--- src/dicr_pkg.sv ---
/*
 * package for the device identity and capability register bank:
 * word offsets, field positions and fixed field values.
 * assumes a 32-bit plain register port on the system clock.
 */
package dicr_pkg;

    // ==========================================================
    // register map
    // ==========================================================
    localparam int          ADDR_W          = 12;
    localparam logic [11:0] OFS_IDENTITY    = 12'h004;
    localparam logic [11:0] OFS_MEMORY      = 12'h008;
    localparam logic [11:0] OFS_CORE_FEAT   = 12'h010;
    localparam logic [11:0] OFS_PERIPH_FEAT = 12'h014;

    // ==========================================================
    // identity word fields
    // ==========================================================
    localparam logic [3:0] FORMAT_REV_INIT  = 4'h0;
    localparam logic [3:0] PRODUCT_LINE     = 4'h5;   // arbitrary neutral value
    localparam logic [7:0] PRODUCT_NUMBER   = 8'h5C;  // arbitrary neutral value
    localparam logic [2:0] GRADE_EXTENDED   = 3'h2;
    localparam logic [1:0] HOUSING_QFP48    = 2'h1;
    localparam logic       LEAD_FREE        = 1'b1;
    localparam logic [1:0] STATUS_QUALIFIED = 2'h2;

    // ==========================================================
    // memory capability and divisor values
    // ==========================================================
    localparam logic [15:0] RAM_CAP_8K    = 16'h001F;
    localparam logic [15:0] NVM_CAP_32K   = 16'h000F;
    localparam logic [3:0]  MIN_DIV_CODE  = 4'h3;

    // ==========================================================
    // field layouts
    // ==========================================================
    typedef struct packed {
        logic [3:0] format_revision;
        logic [3:0] product_line_code;
        logic [7:0] product_number_code;
        logic [7:0] rsvd;
        logic [2:0] thermal_grade;
        logic [1:0] housing_type;
        logic       lead_free_flag;
        logic [1:0] release_status;
    } dicr_identity_t;

    typedef struct packed {
        logic [15:0] rsvd_hi;
        logic [3:0]  min_core_clock_divisor;
        logic [3:0]  rsvd_mid;
        logic        memory_protection_present;
        logic [1:0]  rsvd_lo;
        logic        pll_present;
        logic        watchdog_present;
        logic        trace_output_present;
        logic        two_wire_debug_present;
        logic        scan_debug_present;
    } dicr_core_feat_t;

    typedef struct packed {
        logic [4:0] rsvd_a;
        logic [2:0] comparator_present;   // comparator2..0
        logic [4:0] rsvd_b;
        logic [2:0] gp_count_present;     // gp_count2..0
        logic [2:0] rsvd_c;
        logic       two_wire_bus0_present;
        logic [6:0] rsvd_d;
        logic       sync_serial0_present;
        logic [1:0] rsvd_e;
        logic       async_serial1_present;
        logic       async_serial0_present;
    } dicr_periph_feat_t;

    // per-device manufacturing straps
    typedef struct packed {
        logic [2:0] thermal_grade;
        logic [1:0] release_status;
    } dicr_strap_t;

endpackage : dicr_pkg

--- src/dicr_regs.sv ---
/*
 * read-only identity and capability register bank.
 * assumes a plain register port on core_clk: read data one cycle
 * after the read strobe; per-device straps are steady at reset.
 */
module dicr_regs (
    input  wire logic                  core_clk,
    input  wire logic                  reset,
    input  wire logic                  clk_en,
    input  wire dicr_pkg::dicr_strap_t strap_in,
    input  wire logic [11:0]           addr,
    input  wire logic [31:0]           wdata,
    input  wire logic                  wr_stb,
    input  wire logic                  rd_stb,
    output logic      [31:0]           rdata,
    output logic                       rd_miss,
    output logic                       straps_valid
);
    // ==========================================================
    // per-device values
    // ==========================================================
    logic                  cap_done;
    dicr_pkg::dicr_strap_t strap_q;

    dicr_strap_latch u_strap (
        .core_clk (core_clk),
        .strap_in (strap_in),
        .reset    (reset),
        .clk_en   (clk_en),
        .captured (cap_done),
        .strap_q  (strap_q)
    );

    // ==========================================================
    // fixed words and the strap-fed identity word
    // ==========================================================
    dicr_pkg::dicr_identity_t    id_w;
    dicr_pkg::dicr_core_feat_t   core_w;
    dicr_pkg::dicr_periph_feat_t per_w;
    logic [31:0]                 mem_w;

    // identity word assembly
    always_comb begin
        id_w                     = '0;
        id_w.format_revision     = dicr_pkg::FORMAT_REV_INIT;
        id_w.product_line_code   = dicr_pkg::PRODUCT_LINE;
        id_w.product_number_code = dicr_pkg::PRODUCT_NUMBER;
        id_w.thermal_grade       = strap_q.thermal_grade;
        id_w.housing_type        = dicr_pkg::HOUSING_QFP48;
        id_w.lead_free_flag      = dicr_pkg::LEAD_FREE;
        id_w.release_status      = strap_q.release_status;
    end

    // memory capability word
    assign mem_w = {dicr_pkg::RAM_CAP_8K, dicr_pkg::NVM_CAP_32K};

    // core feature word assembly
    always_comb begin
        core_w                           = '0;
        core_w.min_core_clock_divisor    = dicr_pkg::MIN_DIV_CODE;
        core_w.watchdog_present          = 1'b1;
        core_w.trace_output_present      = 1'b1;
        core_w.two_wire_debug_present    = 1'b1;
        core_w.scan_debug_present        = 1'b1;
        core_w.memory_protection_present = 1'b1;
        core_w.pll_present               = 1'b1;
    end

    // peripheral feature word assembly
    always_comb begin
        per_w                       = '0;
        per_w.comparator_present    = 3'h7;
        per_w.sync_serial0_present  = 1'b1;
        per_w.async_serial1_present = 1'b1;
        per_w.async_serial0_present = 1'b1;
        per_w.gp_count_present      = 3'h7;
        per_w.two_wire_bus0_present = 1'b1;
    end

    // ==========================================================
    // read port
    // ==========================================================
    logic [31:0] mux_data;
    logic        mux_hit;

    dicr_read_mux u_mux (
        .addr                    (addr),
        .identity_word           (id_w),
        .memory_capability_word  (mem_w),
        .core_feature_word       (core_w),
        .peripheral_feature_word (per_w),
        .rdata                   (mux_data),
        .hit                     (mux_hit)
    );

    logic [31:0] rdata_ff;
    logic [31:0] nxt_rdata;
    logic        miss_ff;
    logic        nxt_miss;
    logic        valid_ff;
    logic        nxt_valid;

    // read data for one cycle after strobe; writes have no effect
    always_comb begin
        nxt_rdata = 32'h00000000;
        nxt_miss  = 1'b0;
        nxt_valid = cap_done;
        if (rd_stb) begin
            nxt_rdata = mux_data;
            nxt_miss  = !mux_hit;
        end
        if (!clk_en) begin
            nxt_rdata = rdata_ff;
            nxt_miss  = miss_ff;
            nxt_valid = valid_ff;
        end
    end

    // registers only
    always_ff @(posedge core_clk or posedge reset) begin
        if (reset) begin
            rdata_ff <= 32'h00000000;
            miss_ff  <= 1'b0;
            valid_ff <= 1'b0;
        end else begin
            rdata_ff <= nxt_rdata;
            miss_ff  <= nxt_miss;
            valid_ff <= nxt_valid;
        end
    end

    assign rdata        = rdata_ff;
    assign rd_miss      = miss_ff;
    assign straps_valid = valid_ff;

    // ==========================================================
    // checks
    // ==========================================================
    // write strobe and data are deliberately unused: words are read only
    logic        wr_seen;
    assign wr_seen = wr_stb & |wdata;
endmodule : dicr_regs

--- src/dicr_strap_latch.sv ---
/*
 * captures the per-device strap levels one clock after reset release.
 * assumes straps are steady, synchronous to core_clk.
 */
module dicr_strap_latch (
    input  wire logic                core_clk,
    input  wire logic                reset,
    input  wire logic                clk_en,
    input  wire dicr_pkg::dicr_strap_t strap_in,
    output logic                     captured,
    output dicr_pkg::dicr_strap_t    strap_q
);
    // ==========================================================
    // capture once after reset release
    // ==========================================================
    logic                  done_ff;
    logic                  nxt_done;
    dicr_pkg::dicr_strap_t val_ff;
    dicr_pkg::dicr_strap_t nxt_val;

    // next-state: load strap values on first enabled cycle
    always_comb begin
        nxt_done = done_ff;
        nxt_val  = val_ff;
        if (clk_en && !done_ff) begin
            nxt_done = 1'b1;
            nxt_val  = strap_in;
        end
    end

    // registers only
    always_ff @(posedge core_clk or posedge reset) begin
        if (reset) begin
            done_ff <= 1'b0;
            val_ff  <= '0;
        end else begin
            done_ff <= nxt_done;
            val_ff  <= nxt_val;
        end
    end

    assign captured = done_ff;
    assign strap_q  = val_ff;

endmodule : dicr_strap_latch

--- src/dicr_read_mux.sv ---
/*
 * combinational word selector for the identity and capability bank.
 * assumes the address is already a byte offset within the bank.
 */
module dicr_read_mux (
    input  wire logic [11:0] addr,
    input  wire logic [31:0] identity_word,
    input  wire logic [31:0] memory_capability_word,
    input  wire logic [31:0] core_feature_word,
    input  wire logic [31:0] peripheral_feature_word,
    output logic      [31:0] rdata,
    output logic             hit
);
    // ==========================================================
    // decode
    // ==========================================================
    // unmapped offsets read as zero
    always_comb begin
        rdata = 32'h00000000;
        hit   = 1'b1;
        unique case (addr)
            dicr_pkg::OFS_IDENTITY:    rdata = identity_word;
            dicr_pkg::OFS_MEMORY:      rdata = memory_capability_word;
            dicr_pkg::OFS_CORE_FEAT:   rdata = core_feature_word;
            dicr_pkg::OFS_PERIPH_FEAT: rdata = peripheral_feature_word;
            default:                   hit   = 1'b0;
        endcase
    end

endmodule : dicr_read_mux

--- config.mk ---
export PLATFORM = sky130hd
export DESIGN_NAME = dicr_regs
export DESIGN_NICKNAME = d
export VERILOG_FILES = /design/src/dicr_pkg.sv /design/src/dicr_regs.sv /design/src/dicr_strap_latch.sv /design/src/dicr_read_mux.sv
export SDC_FILE = /design/constraint.sdc
export NUM_CORES = 1
export LEC_CHECK = 0
export ABC_AREA = 0
export BUFFER_PORTS_ARGS = -buffer_cell sky130_fd_sc_hd__clkbuf_2
export CORE_AREA = 2 2 62 64
export CTS_CLUSTER_DIAMETER = 150
export DETAILED_ROUTE_END_ITERATION = 7
export DIE_AREA = 0 0 64 66
export GPL_TIMING_DRIVEN = 0
export PLACE_DENSITY = 0.67
export SLEW_MARGIN = 10
export SYNTH_ARGS = -nofsm -noshare
export SYNTH_HDL_FRONTEND = slang
export SYNTH_SLANG_ARGS = --single-unit
export TNS_END_PERCENT = 10
--- constraint.sdc ---
create_clock -name core_clk -period 1.8 [get_ports core_clk]
set_clock_uncertainty 0.1 [all_clocks]
set_input_delay 0 -clock core_clk [delete_from_list [all_inputs] [get_ports core_clk]]
set_output_delay 0 -clock core_clk [all_outputs]
set_load 0.01 [all_outputs]
==> metrics.json, run 1 <==
{
  "yosys": {
    "synthTopCellsByArea": "dfrtp_1, buf_4, mux2_2",
    "synth_seq_cells": 22,
    "syn_avg_cell_area_sq_um": 11.2,
    "synth_warnings": 0,
    "synth-edff-count": 0,
    "synth.lib_cells_used.distinct": 35,
    "synth.yosys.seq_area_share_pct": 46.7,
    "ys_async_rst_share_pct": 100,
    "synthDominantAreaCellType": "dfrtp_1",
    "post_synth_instance_area_sq_um": 1180,
    "netlist.area_leader.share_pct": 46.7,
    "dominantRegCellSynth": "dfrtp_1",
    "synthesis.instances": 105
  },
  "job": {
    "number_of_maximum_capacitance_violations": 0
  },
  "worst_setup_path": {
    "worstSetupPathType": "in2reg",
    "end_kind": "register",
    "crit_arrival_ns": 1.94,
    "cp-start-kind": "input port",
    "required_ns": 1.95,
    "cp_max_fo": 10
  },
  "pwr": {
    "proportion_of_total_power_due_to_net_switching_pct": 24.4,
    "combinationalPowerShare_pct": 18.0,
    "power.net_switching_uw": 234,
    "static-leakage-power_nw": 0.909,
    "vdd_drop_max_mv": 0.307,
    "clockPowerShare_pct": 28.0,
    "power_density_nw_per_um2": 561,
    "total_power_uw": 957,
    "internal-power_uw": 724,
    "seqPwrFrac_pct": 54.1
  },
  "timing": {
    "slew_violations": 0,
    "period_minus_slack_ns": 1.78,
    "slew-limit-headroom_pct": 45.6,
    "final_min_period_over_clock_period_pct": 99.1,
    "rsz0062_at_grt": "true",
    "hold_viol": 0,
    "maxClockFrequency_mhz": 560,
    "total_negative_slack_ns": 0,
    "tightestPinTransition_ns": 0.815,
    "report.final.setup_viol": 0
  },
  "clock_tree": {
    "cts_buffer_depth": 2,
    "cts_setup_buffers": 0,
    "worst_skew_pair.late_latency_ns": 0.30,
    "cts_max_level": 1,
    "cts_num_sinks": 22,
    "root_buffer": "clkbuf_4",
    "cts-buffers-inserted": 3,
    "clkSlewWorstSetupHoldPaths_ns": 0.11,
    "cts_tree": "done"
  },
  "floorplanning": {
    "chipHeight_um": 66,
    "overall_die_area_sq_um": 4220,
    "chip_width_um": 64,
    "initial_utilization_pct": 33.2,
    "std_cell_rows": 22,
    "num_io_pins": 88,
    "core_area_sq_um": 3550
  },
  "global_route": {
    "globalRoute.totalOverflow": 0,
    "grt_max_degree": 23,
    "initial_antenna_violation_count": 0,
    "grt_pass1_wl_um": 4120,
    "groute.usage.overall_pct": 12.3,
    "via_count_of_the_first_global_routing_pass": 910
  },
  "route": {
    "drtPass1Iterations": 4,
    "drc": 0,
    "routedWlPerCell_um": 11.4,
    "route.detailed.vias_per_inst": 4.41,
    "route.vias.total": 1000,
    "drt_wl_total_um": 2590,
    "drt_iter0_drc": 8,
    "postRouteAntennaNets": 0
  },
  "status": {
    "status": "finished, final reports clean"
  },
  "final_layout": {
    "area_delta_synth_final_pct": 44.6,
    "post_route_cells_drive_above_1_share_pct": 46.4,
    "final_cell_count_without_fillers": 227,
    "num_antenna_cells": 0,
    "utilization_pct": 48.1,
    "design.final.nets": 234
  },
  "placed_design": {
    "placed_cells": 206,
    "place.detailed.hpwl_um": 1930,
    "numPortBuffers": 41,
    "routabilityCongestion": 0.821
  },
  "min_path": {
    "hold_class": "in2reg"
  }
}
==> cells by family (layout without fill, tap and decap cells) <==
family                    after synthesis  in the layout  share of synthesized area [%]
muxes                                   7              7                           6.57
and+or+nand+nor                        22             22                           14.6
xor gates and xnor gates                1              1                          0.742
DFF                                    22             22                           46.7
AOI/OAI and AO/OA                      24             24                           15.7
buffers and inverters                  28             90                           15.4
other                                   1             13                          0.318
==> power by group through the flow <==
| stage | logic, mW | clock network, mW | registers [mW] |
|---|---|---|---|
| global placement | 0.138 | 0 | 0.526 |
| CTS | 0.170 | 0.274 | 0.517 |
| detailed placement | 0.142 | 0 | 0.527 |
| global route | 0.190 | 0.300 | 0.520 |
| finish | 0.172 | 0.268 | 0.518 |
| floorplan | 0.0968 | 0 | 0.526 |
==> metrics by stage <==
step / cell area, sq um / setup WS [ns] / hold WS, ns
final: 1710 / 0.0156 / 0.0217
after global routing: 1710 / -0.0399 / 0.0284
after CTS: 1700 / 0.0106 / 0.00165
after detailed placement: 1490 / 0.429 / 0.0767
after global placement: 1490 / 0.484 / 0.0609
after floorplan: 1220 / 0.602 / -0.111
==> registers in the layout, summed over array words and instances (netlist names) <==
| register | cells |
|---|---|
| rdata | 14 |
| u_strap.strap_q | 5 |
| rd_miss | 1 |
| u_strap.captured | 1 |
| straps_valid | 1 |
==> Yosys cell counts, drive strengths merged, types with 2 or more instances <==
cell type   n
o2bb2ai     7
a22o        2
o21a        2
inv         4
mux2        6
a32o        3
o21ai       3
dfrtp      22
buf        23
nand3       2
nor3b       2
nor2        3
a21oi       4
nor3        3
==> final timing paths <==
check | startpoint | slack (ns) | to | cells past startpoint
hold / removal | addr[5] | 0.02 | rdata[24] | 4
max in group asynchronous | reset | 0.83 | u_strap.captured | 3
min in group asynchronous | reset | 0.27 | rdata[1] | 3
setup reg to reg | u_strap.captured | 0.43 | u_strap.strap_q[3] | 2
hold reg to reg | rdata[13] | 0.40 | rdata[13] | 1
setup / recovery | addr[2] | 0.02 | rd_miss | 7
==> critical path: stages <==
cell and delay [ns]:
dlygate4sd3_1 0.54, clkbuf_2 0.12, buf_2 0.17, nor3_1 0.16
and4b_1 0.21, a31oi_1 0.16, dlygate4sd3_1 0.57
==> cell usage in the layout, fill, tap and decap left out, types with 2 or more instances in the layout <==
| cell type | Yosys | routed |
|---|---|---|
| dfrtp_1 | 22 | 22 |
| nor2_1 | 3 | 3 |
| a22o_1 | 2 | 2 |
| nand3_1 | 2 | 2 |
| mux2_2 | 6 | 6 |
| inv_1 | 4 | 4 |
| o2bb2ai_1 | 7 | 7 |
| buf_4 | 19 | 19 |
| buf_2 | 4 | 4 |
| a32o_2 | 2 | 2 |
| conb_1 | 1 | 13 |
| dlygate4sd3_1 | 0 | 16 |
| nor3b_1 | 2 | 2 |
| o21a_1 | 2 | 2 |
| clkbuf_4 | 0 | 3 |
| o21ai_0 | 3 | 3 |
| a21oi_1 | 4 | 4 |
| clkbuf_2 | 0 | 41 |
| nor3_1 | 3 | 3 |
==> layout make-up <==
type                    count  area, sq um
flip-flops and latches     22          551
well taps                  48         60.1
clock buffers               4         36.3
multi-input cells          67          500
plain buffers              24          166
repair buffers             58          378
inverters                   4         15.0
fillers                   325         1840
==> routing by layer <==
layer  part of all wire, %  vias up  GRT usage, %  wire, um
met5                     0        -             0         0
met4                   1.5        0          4.89        38
met3                   7.4        5          3.07       191
met2                    48       40          19.1      1240
met1                    43      463          16.5      1120
li1                      -      492             -         -
==> what timing repair did <==
item,4_1_cts,5_1_grt
hold buffers,17,0
endpoints found under the setup margin,0,3
resized for setup,0,2
hold endpoints to repair,36,0
Power figures use the tool's default switching activity.
==> inputs of run 2 (changes only) <==
--- a/config.mk
+++ b/config.mk
@@ -7,12 +7,12 @@
 export LEC_CHECK = 0
 export ABC_AREA = 0
 export BUFFER_PORTS_ARGS = -buffer_cell sky130_fd_sc_hd__clkbuf_2
-export CORE_AREA = 2 2 62 64
+export CORE_AREA = 2 2 71 56
 export CTS_CLUSTER_DIAMETER = 150
 export DETAILED_ROUTE_END_ITERATION = 7
-export DIE_AREA = 0 0 64 66
+export DIE_AREA = 0 0 73 58
 export GPL_TIMING_DRIVEN = 0
-export PLACE_DENSITY = 0.67
+export PLACE_DENSITY = 0.68
 export SLEW_MARGIN = 10
 export SYNTH_ARGS = -nofsm -noshare
 export SYNTH_HDL_FRONTEND = slang
==> metrics.json, run 2 (same netlist as run 1, synthesis figures left out) <==
{
  "status": {
    "status": "finished, final reports clean"
  },
  "worst_setup_path": {
    "depth_of_the_worst_register_to_register_path": {"value": 3, "change": "+1"},
    "worstSetupPathType": "in2reg",
    "end_kind": "register",
    "cp_max_fo": {"value": 10, "change": "unchanged"},
    "crit_arrival": {"value": 1.71, "unit": "ns", "change": "-0.23 ns"},
    "required": {"value": 1.85, "unit": "ns", "change": "-0.10 ns"},
    "cp-start-kind": "input port"
  },
  "final_layout": {
    "post_route_cells_drive_above_1_share": {"value": 47.4, "unit": "%", "change": "+1.0 points"},
    "final_common_cell": "clkbuf_2",
    "area_delta_synth_final_pct": 37.6,
    "largest_register_ffs": {"value": 14, "change": "unchanged"},
    "mostFrequentLayoutCells": "clkbuf_2, dfrtp_1, buf_4",
    "design.final.nets": {"value": 227, "change": "-3.0%"},
    "num_antenna_cells": {"value": 0, "change": "unchanged"}
  },
  "route": {
    "drc": {"value": 0, "change": "unchanged"},
    "route.vias.total": {"value": 952, "change": "-4.8%"},
    "route.detailed.vias_per_inst": {"value": 4.47, "change": "+1.5%"},
    "drtPass1Iterations": {"value": 4, "change": "unchanged"},
    "postRouteAntennaNets": {"value": 0, "change": "unchanged"},
    "drt_iter0_drc": {"value": 20, "change": "+12"},
    "routedWlPerCell": {"value": 11.6, "unit": "um", "change": "+2.0%"},
    "drt_wl_total": {"value": 2480, "unit": "um", "change": "-4.3%"}
  },
  "floorplanning": {
    "num_io_pins": {"value": 88, "change": "unchanged"},
    "chip_width": {"value": 73, "unit": "um", "change": "+14%"},
    "initial_utilization": {"value": 33.3, "unit": "%", "change": "+0.082 points"},
    "core_area": {"value": 3540, "unit": "sq um", "change": "-0.25%"},
    "overall_die_area": {"value": 4230, "unit": "sq um", "change": "+0.24%"},
    "std_cell_rows": {"value": 19, "change": "-14%"},
    "chipHeight": {"value": 58, "unit": "um", "change": "-12%"}
  },
  "clock_tree": {
    "cts_setup_buffers": {"value": 0, "change": "unchanged"},
    "cts_tree": "done",
    "cts-buffers-inserted": {"value": 3, "change": "unchanged"},
    "clkSlewWorstSetupHoldPaths": {"value": 0.07, "unit": "ns", "change": "-0.04 ns"},
    "cts_buffer_depth": {"value": 2, "change": "unchanged"},
    "cts_max_level": {"value": 1, "change": "unchanged"},
    "worst_skew_pair.late_latency": {"value": 0.26, "unit": "ns", "change": "-0.04 ns"},
    "cts_num_sinks": {"value": 22, "change": "unchanged"},
    "root_buffer": "clkbuf_8"
  },
  "timing": {
    "total_negative_slack": {"value": 0, "unit": "ns", "change": "unchanged"},
    "report.final.setup_viol": {"value": 0, "change": "unchanged"},
    "maxClockFrequency": {"value": 601, "unit": "MHz", "change": "+7.2%"},
    "slew_violations": {"value": 0, "change": "unchanged"},
    "hold_viol": {"value": 0, "change": "unchanged"},
    "rsz0062_at_grt": "false",
    "slew-limit-headroom": {"value": 44.7, "unit": "%", "change": "-0.93 points"},
    "tightestPinTransition": {"value": 0.829, "unit": "ns", "change": "+0.0140 ns"},
    "final_min_period_over_clock_period": {"value": 92.5, "unit": "%", "change": "-6.7 points"},
    "period_minus_slack": {"value": 1.66, "unit": "ns", "change": "-0.120 ns"}
  },
  "pwr": {
    "proportion_of_total_power_due_to_net_switching": {"value": 24.2, "unit": "%", "change": "-0.16 points"},
    "internal-power": {"value": 741, "unit": "uW", "change": "+2.4%"},
    "combinationalPowerShare": {"value": 16.4, "unit": "%", "change": "-1.6 points"},
    "static-leakage-power": {"value": 0.860, "unit": "nW", "change": "-5.4%"},
    "clockPowerShare": {"value": 30.6, "unit": "%", "change": "+2.6 points"},
    "total_power": {"value": 978, "unit": "uW", "change": "+2.2%"},
    "power_density": {"value": 602, "unit": "nW/um^2", "change": "+7.3%"},
    "vdd_drop_max": {"value": 0.293, "unit": "mV", "change": "-4.7%"},
    "power.net_switching": {"value": 237, "unit": "uW", "change": "+1.5%"},
    "seqPwrFrac": {"value": 53.0, "unit": "%", "change": "-1.1 points"}
  },
  "global_route": {
    "grt_pass1_wl": {"value": 4110, "unit": "um", "change": "-0.17%"},
    "via_count_of_the_first_global_routing_pass": {"value": 924, "change": "+1.5%"},
    "initial_antenna_violation_count": {"value": 0, "change": "unchanged"},
    "grt_max_degree": {"value": 23, "change": "unchanged"},
    "globalRoute.totalOverflow": {"value": 0, "change": "unchanged"},
    "groute.usage.overall": {"value": 12.7, "unit": "%", "change": "+0.31 points"}
  },
  "job": {
    "number_of_maximum_capacitance_violations": {"value": 0, "change": "unchanged"}
  },
  "placed_design": {
    "numPortBuffers": {"value": 41, "change": "unchanged"},
    "place.detailed.hpwl": {"value": 1940, "unit": "um", "change": "+0.33%"},
    "routabilityCongestion": {"value": 0.808, "change": "-1.5%"}
  },
  "min_path": {
    "hold-path-cell-count": {"value": 4, "change": "unchanged"},
    "hold_class": "in2reg"
  }
}
run 2: repair_timing:
| action | 4_1_cts | 5_1_grt |
|---|---|---|
| hold buffers | 10 | 0 |
| hold endpoints to repair | 30 | 0 |
| gates resized for setup | 0 | 0 |
run 2: metal layers:
layer / wire [um] / track usage (%) / vias to the layer above
li1: - / - / 477
met1: 1210 / 16.9 / 433
met2: 1070 / 19.8 / 39
met3: 161 / 2.78 / 3
met4: 38 / 5.56 / 0
met5: 0 / 0 / -
run 2: path summary, 6_finish.rpt:
kind | to | slack [ns] | from
setup / recovery | rd_miss | 0.14 | clk_en
hold / removal | rdata[13] | 0.02 | addr[0]
setup reg to reg | rd_miss | 0.45 | rd_miss
hold reg to reg | rdata[13] | 0.39 | rdata[13]
max in group asynchronous | rdata[17] | 0.76 | reset
min in group asynchronous | u_strap.strap_q[3] | 0.33 | reset
run 2: stage by stage:
stage	cells	setup WS, ns	util, %	area, sq um	hold WS (ns)
finish	213	0.136	45.8	1620	0.0216
CTS	213	0.130	45.8	1620	0.0255
detailed placement	200	0.467	41.9	1480	0.0881
global placement	200	0.503	41.9	1480	0.0694
floorplan	117	0.602	-	1220	-0.111
global route	213	0.0286	45.8	1620	0.0596
run 2: area by class of cell:
cell class                 count  area (sq um)
buffer                        24           166
clock buffer                   3          41.3
fill                         343          1920
inverter                       4          15.0
multi-input combinational     67           493
sequential                    22           551
tap                           42          52.6
timing repair buffer          51           305
run 2: critical path, stage by stage:
cell and delay [ns]:
dlygate4sd3_1 0.53, clkbuf_2 0.12, buf_2 0.22, mux2i_1 0.23
a31oi_1 0.05, dlygate4sd3_1 0.56
run 2: power by group through the flow:
stage / Combinational (mW) / Sequential, mW / Clock, mW
final: 0.160 / 0.518 / 0.299
after global routing: 0.179 / 0.520 / 0.325
after CTS: 0.161 / 0.518 / 0.309
after detailed placement: 0.142 / 0.528 / 0
after global placement: 0.138 / 0.527 / 0
after floorplan: 0.0968 / 0.526 / 0
==> inputs of run 3 (changes only) <==
--- a/config.mk
+++ b/config.mk
@@ -12,7 +12,8 @@
 export DETAILED_ROUTE_END_ITERATION = 7
 export DIE_AREA = 0 0 73 58
 export GPL_TIMING_DRIVEN = 0
-export PLACE_DENSITY = 0.68
+export PLACE_DENSITY_LB_ADDON = 0.2
+export REMOVE_ABC_BUFFERS = 1
 export SLEW_MARGIN = 10
 export SYNTH_ARGS = -nofsm -noshare
 export SYNTH_HDL_FRONTEND = slang
==> metrics.json, run 3 (same netlist as run 1, synthesis figures left out) <==
{
  "timing": {
    "slew-limit-headroom": {"value": 45.0, "unit": "%", "change": "+0.37 points"},
    "hold_viol": {"value": 1, "change": "+1"},
    "period_minus_slack": {"value": 1.50, "unit": "ns", "change": "-0.159 ns"},
    "maxClockFrequency": {"value": 665, "unit": "MHz", "change": "+11%"},
    "total_negative_slack": {"value": 0, "unit": "ns", "change": "unchanged"},
    "report.final.setup_viol": {"value": 0, "change": "unchanged"},
    "final_min_period_over_clock_period": {"value": 83.6, "unit": "%", "change": "-8.9 points"},
    "tightestPinTransition": {"value": 0.824, "unit": "ns", "change": "-0.00550 ns"},
    "slew_violations": {"value": 0, "change": "unchanged"},
    "hold_ws": {"value": -0.00185, "unit": "ns", "change": "-0.0235 ns"},
    "rsz0062_at_grt": "false"
  },
  "status": {
    "status": "finished with violations",
    "failing_checks": "hold timing"
  },
  "floorplanning": {
    "num_io_pins": {"value": 88, "change": "unchanged"},
    "chipHeight": {"value": 58, "unit": "um", "change": "unchanged"},
    "chip_width": {"value": 73, "unit": "um", "change": "unchanged"},
    "initial_utilization": {"value": 33.3, "unit": "%", "change": "unchanged"},
    "std_cell_rows": {"value": 19, "change": "unchanged"},
    "core_area": {"value": 3540, "unit": "sq um", "change": "unchanged"},
    "overall_die_area": {"value": 4230, "unit": "sq um", "change": "unchanged"}
  },
  "route": {
    "drtPass1Iterations": {"value": 4, "change": "unchanged"},
    "postRouteAntennaNets": {"value": 0, "change": "unchanged"},
    "route.vias.total": {"value": 876, "change": "-8.0%"},
    "routedWlPerCell": {"value": 13.5, "unit": "um", "change": "+16%"},
    "route.detailed.vias_per_inst": {"value": 4.66, "change": "+4.3%"},
    "drc": {"value": 0, "change": "unchanged"},
    "drt_wl_total": {"value": 2540, "unit": "um", "change": "+2.3%"},
    "drt_iter0_drc": {"value": 24, "change": "+20%"}
  },
  "clock_tree": {
    "worst_skew_pair.late_latency": {"value": 0.27, "unit": "ns", "change": "about the same"},
    "cts_buffer_depth": {"value": 2, "change": "unchanged"},
    "root_buffer": "clkbuf_8",
    "cts_tree": "done",
    "post_cts.resized_instances": {"value": 0, "change": "unchanged"},
    "cts_max_level": {"value": 1, "change": "unchanged"},
    "cts-buffers-inserted": {"value": 3, "change": "unchanged"},
    "cts_num_sinks": {"value": 22, "change": "unchanged"},
    "clkSlewWorstSetupHoldPaths": {"value": 0.09, "unit": "ns", "change": "+0.02 ns"}
  },
  "final_layout": {
    "area_delta_synth_final_pct": 24.4,
    "num_antenna_cells": {"value": 0, "change": "unchanged"},
    "final_area": {"value": 1470, "unit": "sq um", "change": "-9.6%"},
    "design.final.nets": {"value": 201, "change": "-11%"},
    "mostFrequentLayoutCells": "clkbuf_2, dfrtp_1, conb_1",
    "largest_register_ffs": {"value": 14, "change": "unchanged"},
    "post_route_cells_drive_above_1_share": {"value": 40.4, "unit": "%", "change": "-7.0 points"},
    "final_common_cell": "clkbuf_2"
  },
  "min_path": {
    "hold-path-cell-count": {"value": 3, "change": "-1"},
    "worst_hold_startpoint": "addr[8]",
    "hold_class": "in2reg",
    "worst_hold_endpoint": "rd_miss"
  },
  "placed_design": {
    "routabilityCongestion": {"value": 0.675, "change": "-17%"},
    "placed_cell_area": {"value": 1320, "unit": "sq um", "change": "-11%"},
    "place.detailed.hpwl": {"value": 1830, "unit": "um", "change": "-5.8%"},
    "numPortBuffers": {"value": 41, "change": "unchanged"}
  },
  "pwr": {
    "internal-power": {"value": 862, "unit": "uW", "change": "+16%"},
    "seqPwrFrac": {"value": 46.4, "unit": "%", "change": "-6.6 points"},
    "power.net_switching": {"value": 253, "unit": "uW", "change": "+6.9%"},
    "vdd_drop_max": {"value": 0.286, "unit": "mV", "change": "-2.2%"},
    "proportion_of_total_power_due_to_net_switching": {"value": 22.7, "unit": "%", "change": "-1.5 points"},
    "clockPowerShare": {"value": 42.0, "unit": "%", "change": "+11 points"},
    "power_density": {"value": 760, "unit": "nW/um^2", "change": "+26%"},
    "combinationalPowerShare": {"value": 11.6, "unit": "%", "change": "-4.8 points"},
    "static-leakage-power": {"value": 0.745, "unit": "nW", "change": "-13%"}
  },
  "worst_setup_path": {
    "cp-start-kind": "input port",
    "end_kind": "register",
    "crit_arrival": {"value": 1.61, "unit": "ns", "change": "-0.10 ns"},
    "worstReg2RegEnd": "u_strap.strap_q[3]",
    "r2r_start": "u_strap.captured",
    "worstSetupPathType": "in2reg",
    "depth_of_the_worst_register_to_register_path": {"value": 2, "change": "-1"},
    "setup.reg_to_reg.worst_slack": {"value": 0.43, "unit": "ns", "change": "-0.02 ns"},
    "required": {"value": 1.91, "unit": "ns", "change": "+0.06 ns"},
    "cp_max_fo": {"value": 12, "change": "+2"}
  },
  "global_route": {
    "via_count_of_the_first_global_routing_pass": {"value": 914, "change": "-1.1%"},
    "globalRoute.totalOverflow": {"value": 0, "change": "unchanged"},
    "grt_pass1_wl": {"value": 4320, "unit": "um", "change": "+5.0%"},
    "grt_max_degree": {"value": 23, "change": "unchanged"},
    "initial_antenna_violation_count": {"value": 0, "change": "unchanged"},
    "groute.usage.overall": {"value": 13.2, "unit": "%", "change": "+0.55 points"}
  },
  "job": {
    "number_of_maximum_capacitance_violations": {"value": 0, "change": "unchanged"}
  }
}
run 3: worst max-delay path, stage by stage:
cell	delay, ns
dlygate4sd3_1	0.53
clkbuf_2	0.23
or3b_2	0.50
a21oi_1	0.20
a22o_1	0.15
run 3: how the worst max path moves through the flow:
stage                      from            endpoint  slack [ns]  cells past startpoint
2_1_floorplan  u_strap.captured  u_strap.strap_q[0]        0.60                      2
3_3_place_gp             clk_en  u_strap.strap_q[1]        0.18                      4
6_report                addr[3]           rdata[18]        0.30                      5
3_5_place_dp             clk_en  u_strap.strap_q[3]        0.15                      4
5_1_grt                 addr[3]           rdata[18]        0.25                      5
4_1_cts                 addr[3]           rdata[18]        0.33                      5
run 3: per-stage QoR:
| stage | util, % | cells | power [mW] | setup WS [ns] |
|---|---|---|---|---|
| CTS | 41.4 | 188 | 1.13 | 0.326 |
| global placement | 37.2 | 176 | 0.641 | 0.178 |
| finish | 41.4 | 188 | 1.12 | 0.295 |
| detailed placement | 37.2 | 176 | 0.645 | 0.151 |
| floorplan | - | 93 | 0.589 | 0.602 |
| global route | 41.4 | 188 | 1.17 | 0.254 |
run 3: cell type report:
| type | instances | area [sq um] |
|---|---|---|
| inverter | 4 | 15.0 |
| fill | 363 | 2070 |
| timing repair buffer | 49 | 285 |
| sequential | 22 | 551 |
| clock buffer | 3 | 41.3 |
| tap | 42 | 52.6 |
| multi-input combinational | 67 | 493 |
| clock inverter | 1 | 30.0 |
run 3: routing by layer:
metal	global-route usage (%)	vias up	share of wire (%)
met5	0	-	0
met4	3.97	0	0.51
met3	3.30	2	5.8
met2	19.9	40	46
met1	18.7	410	48
li1	-	424	-
run 3: repair_timing:
item	4_1_cts	5_1_grt
buffers inserted	0	0
hold buffers	8	0
endpoints found under the hold margin	29	0
setup endpoints to repair	0	0
run 3: power by group through the flow:
stage / clock network [mW] / logic [mW] / registers (mW)
detailed placement: 0 / 0.117 / 0.528
CTS: 0.478 / 0.131 / 0.518
global placement: 0 / 0.115 / 0.526
global route: 0.499 / 0.147 / 0.520
floorplan: 0 / 0.0636 / 0.526
finish: 0.468 / 0.130 / 0.518
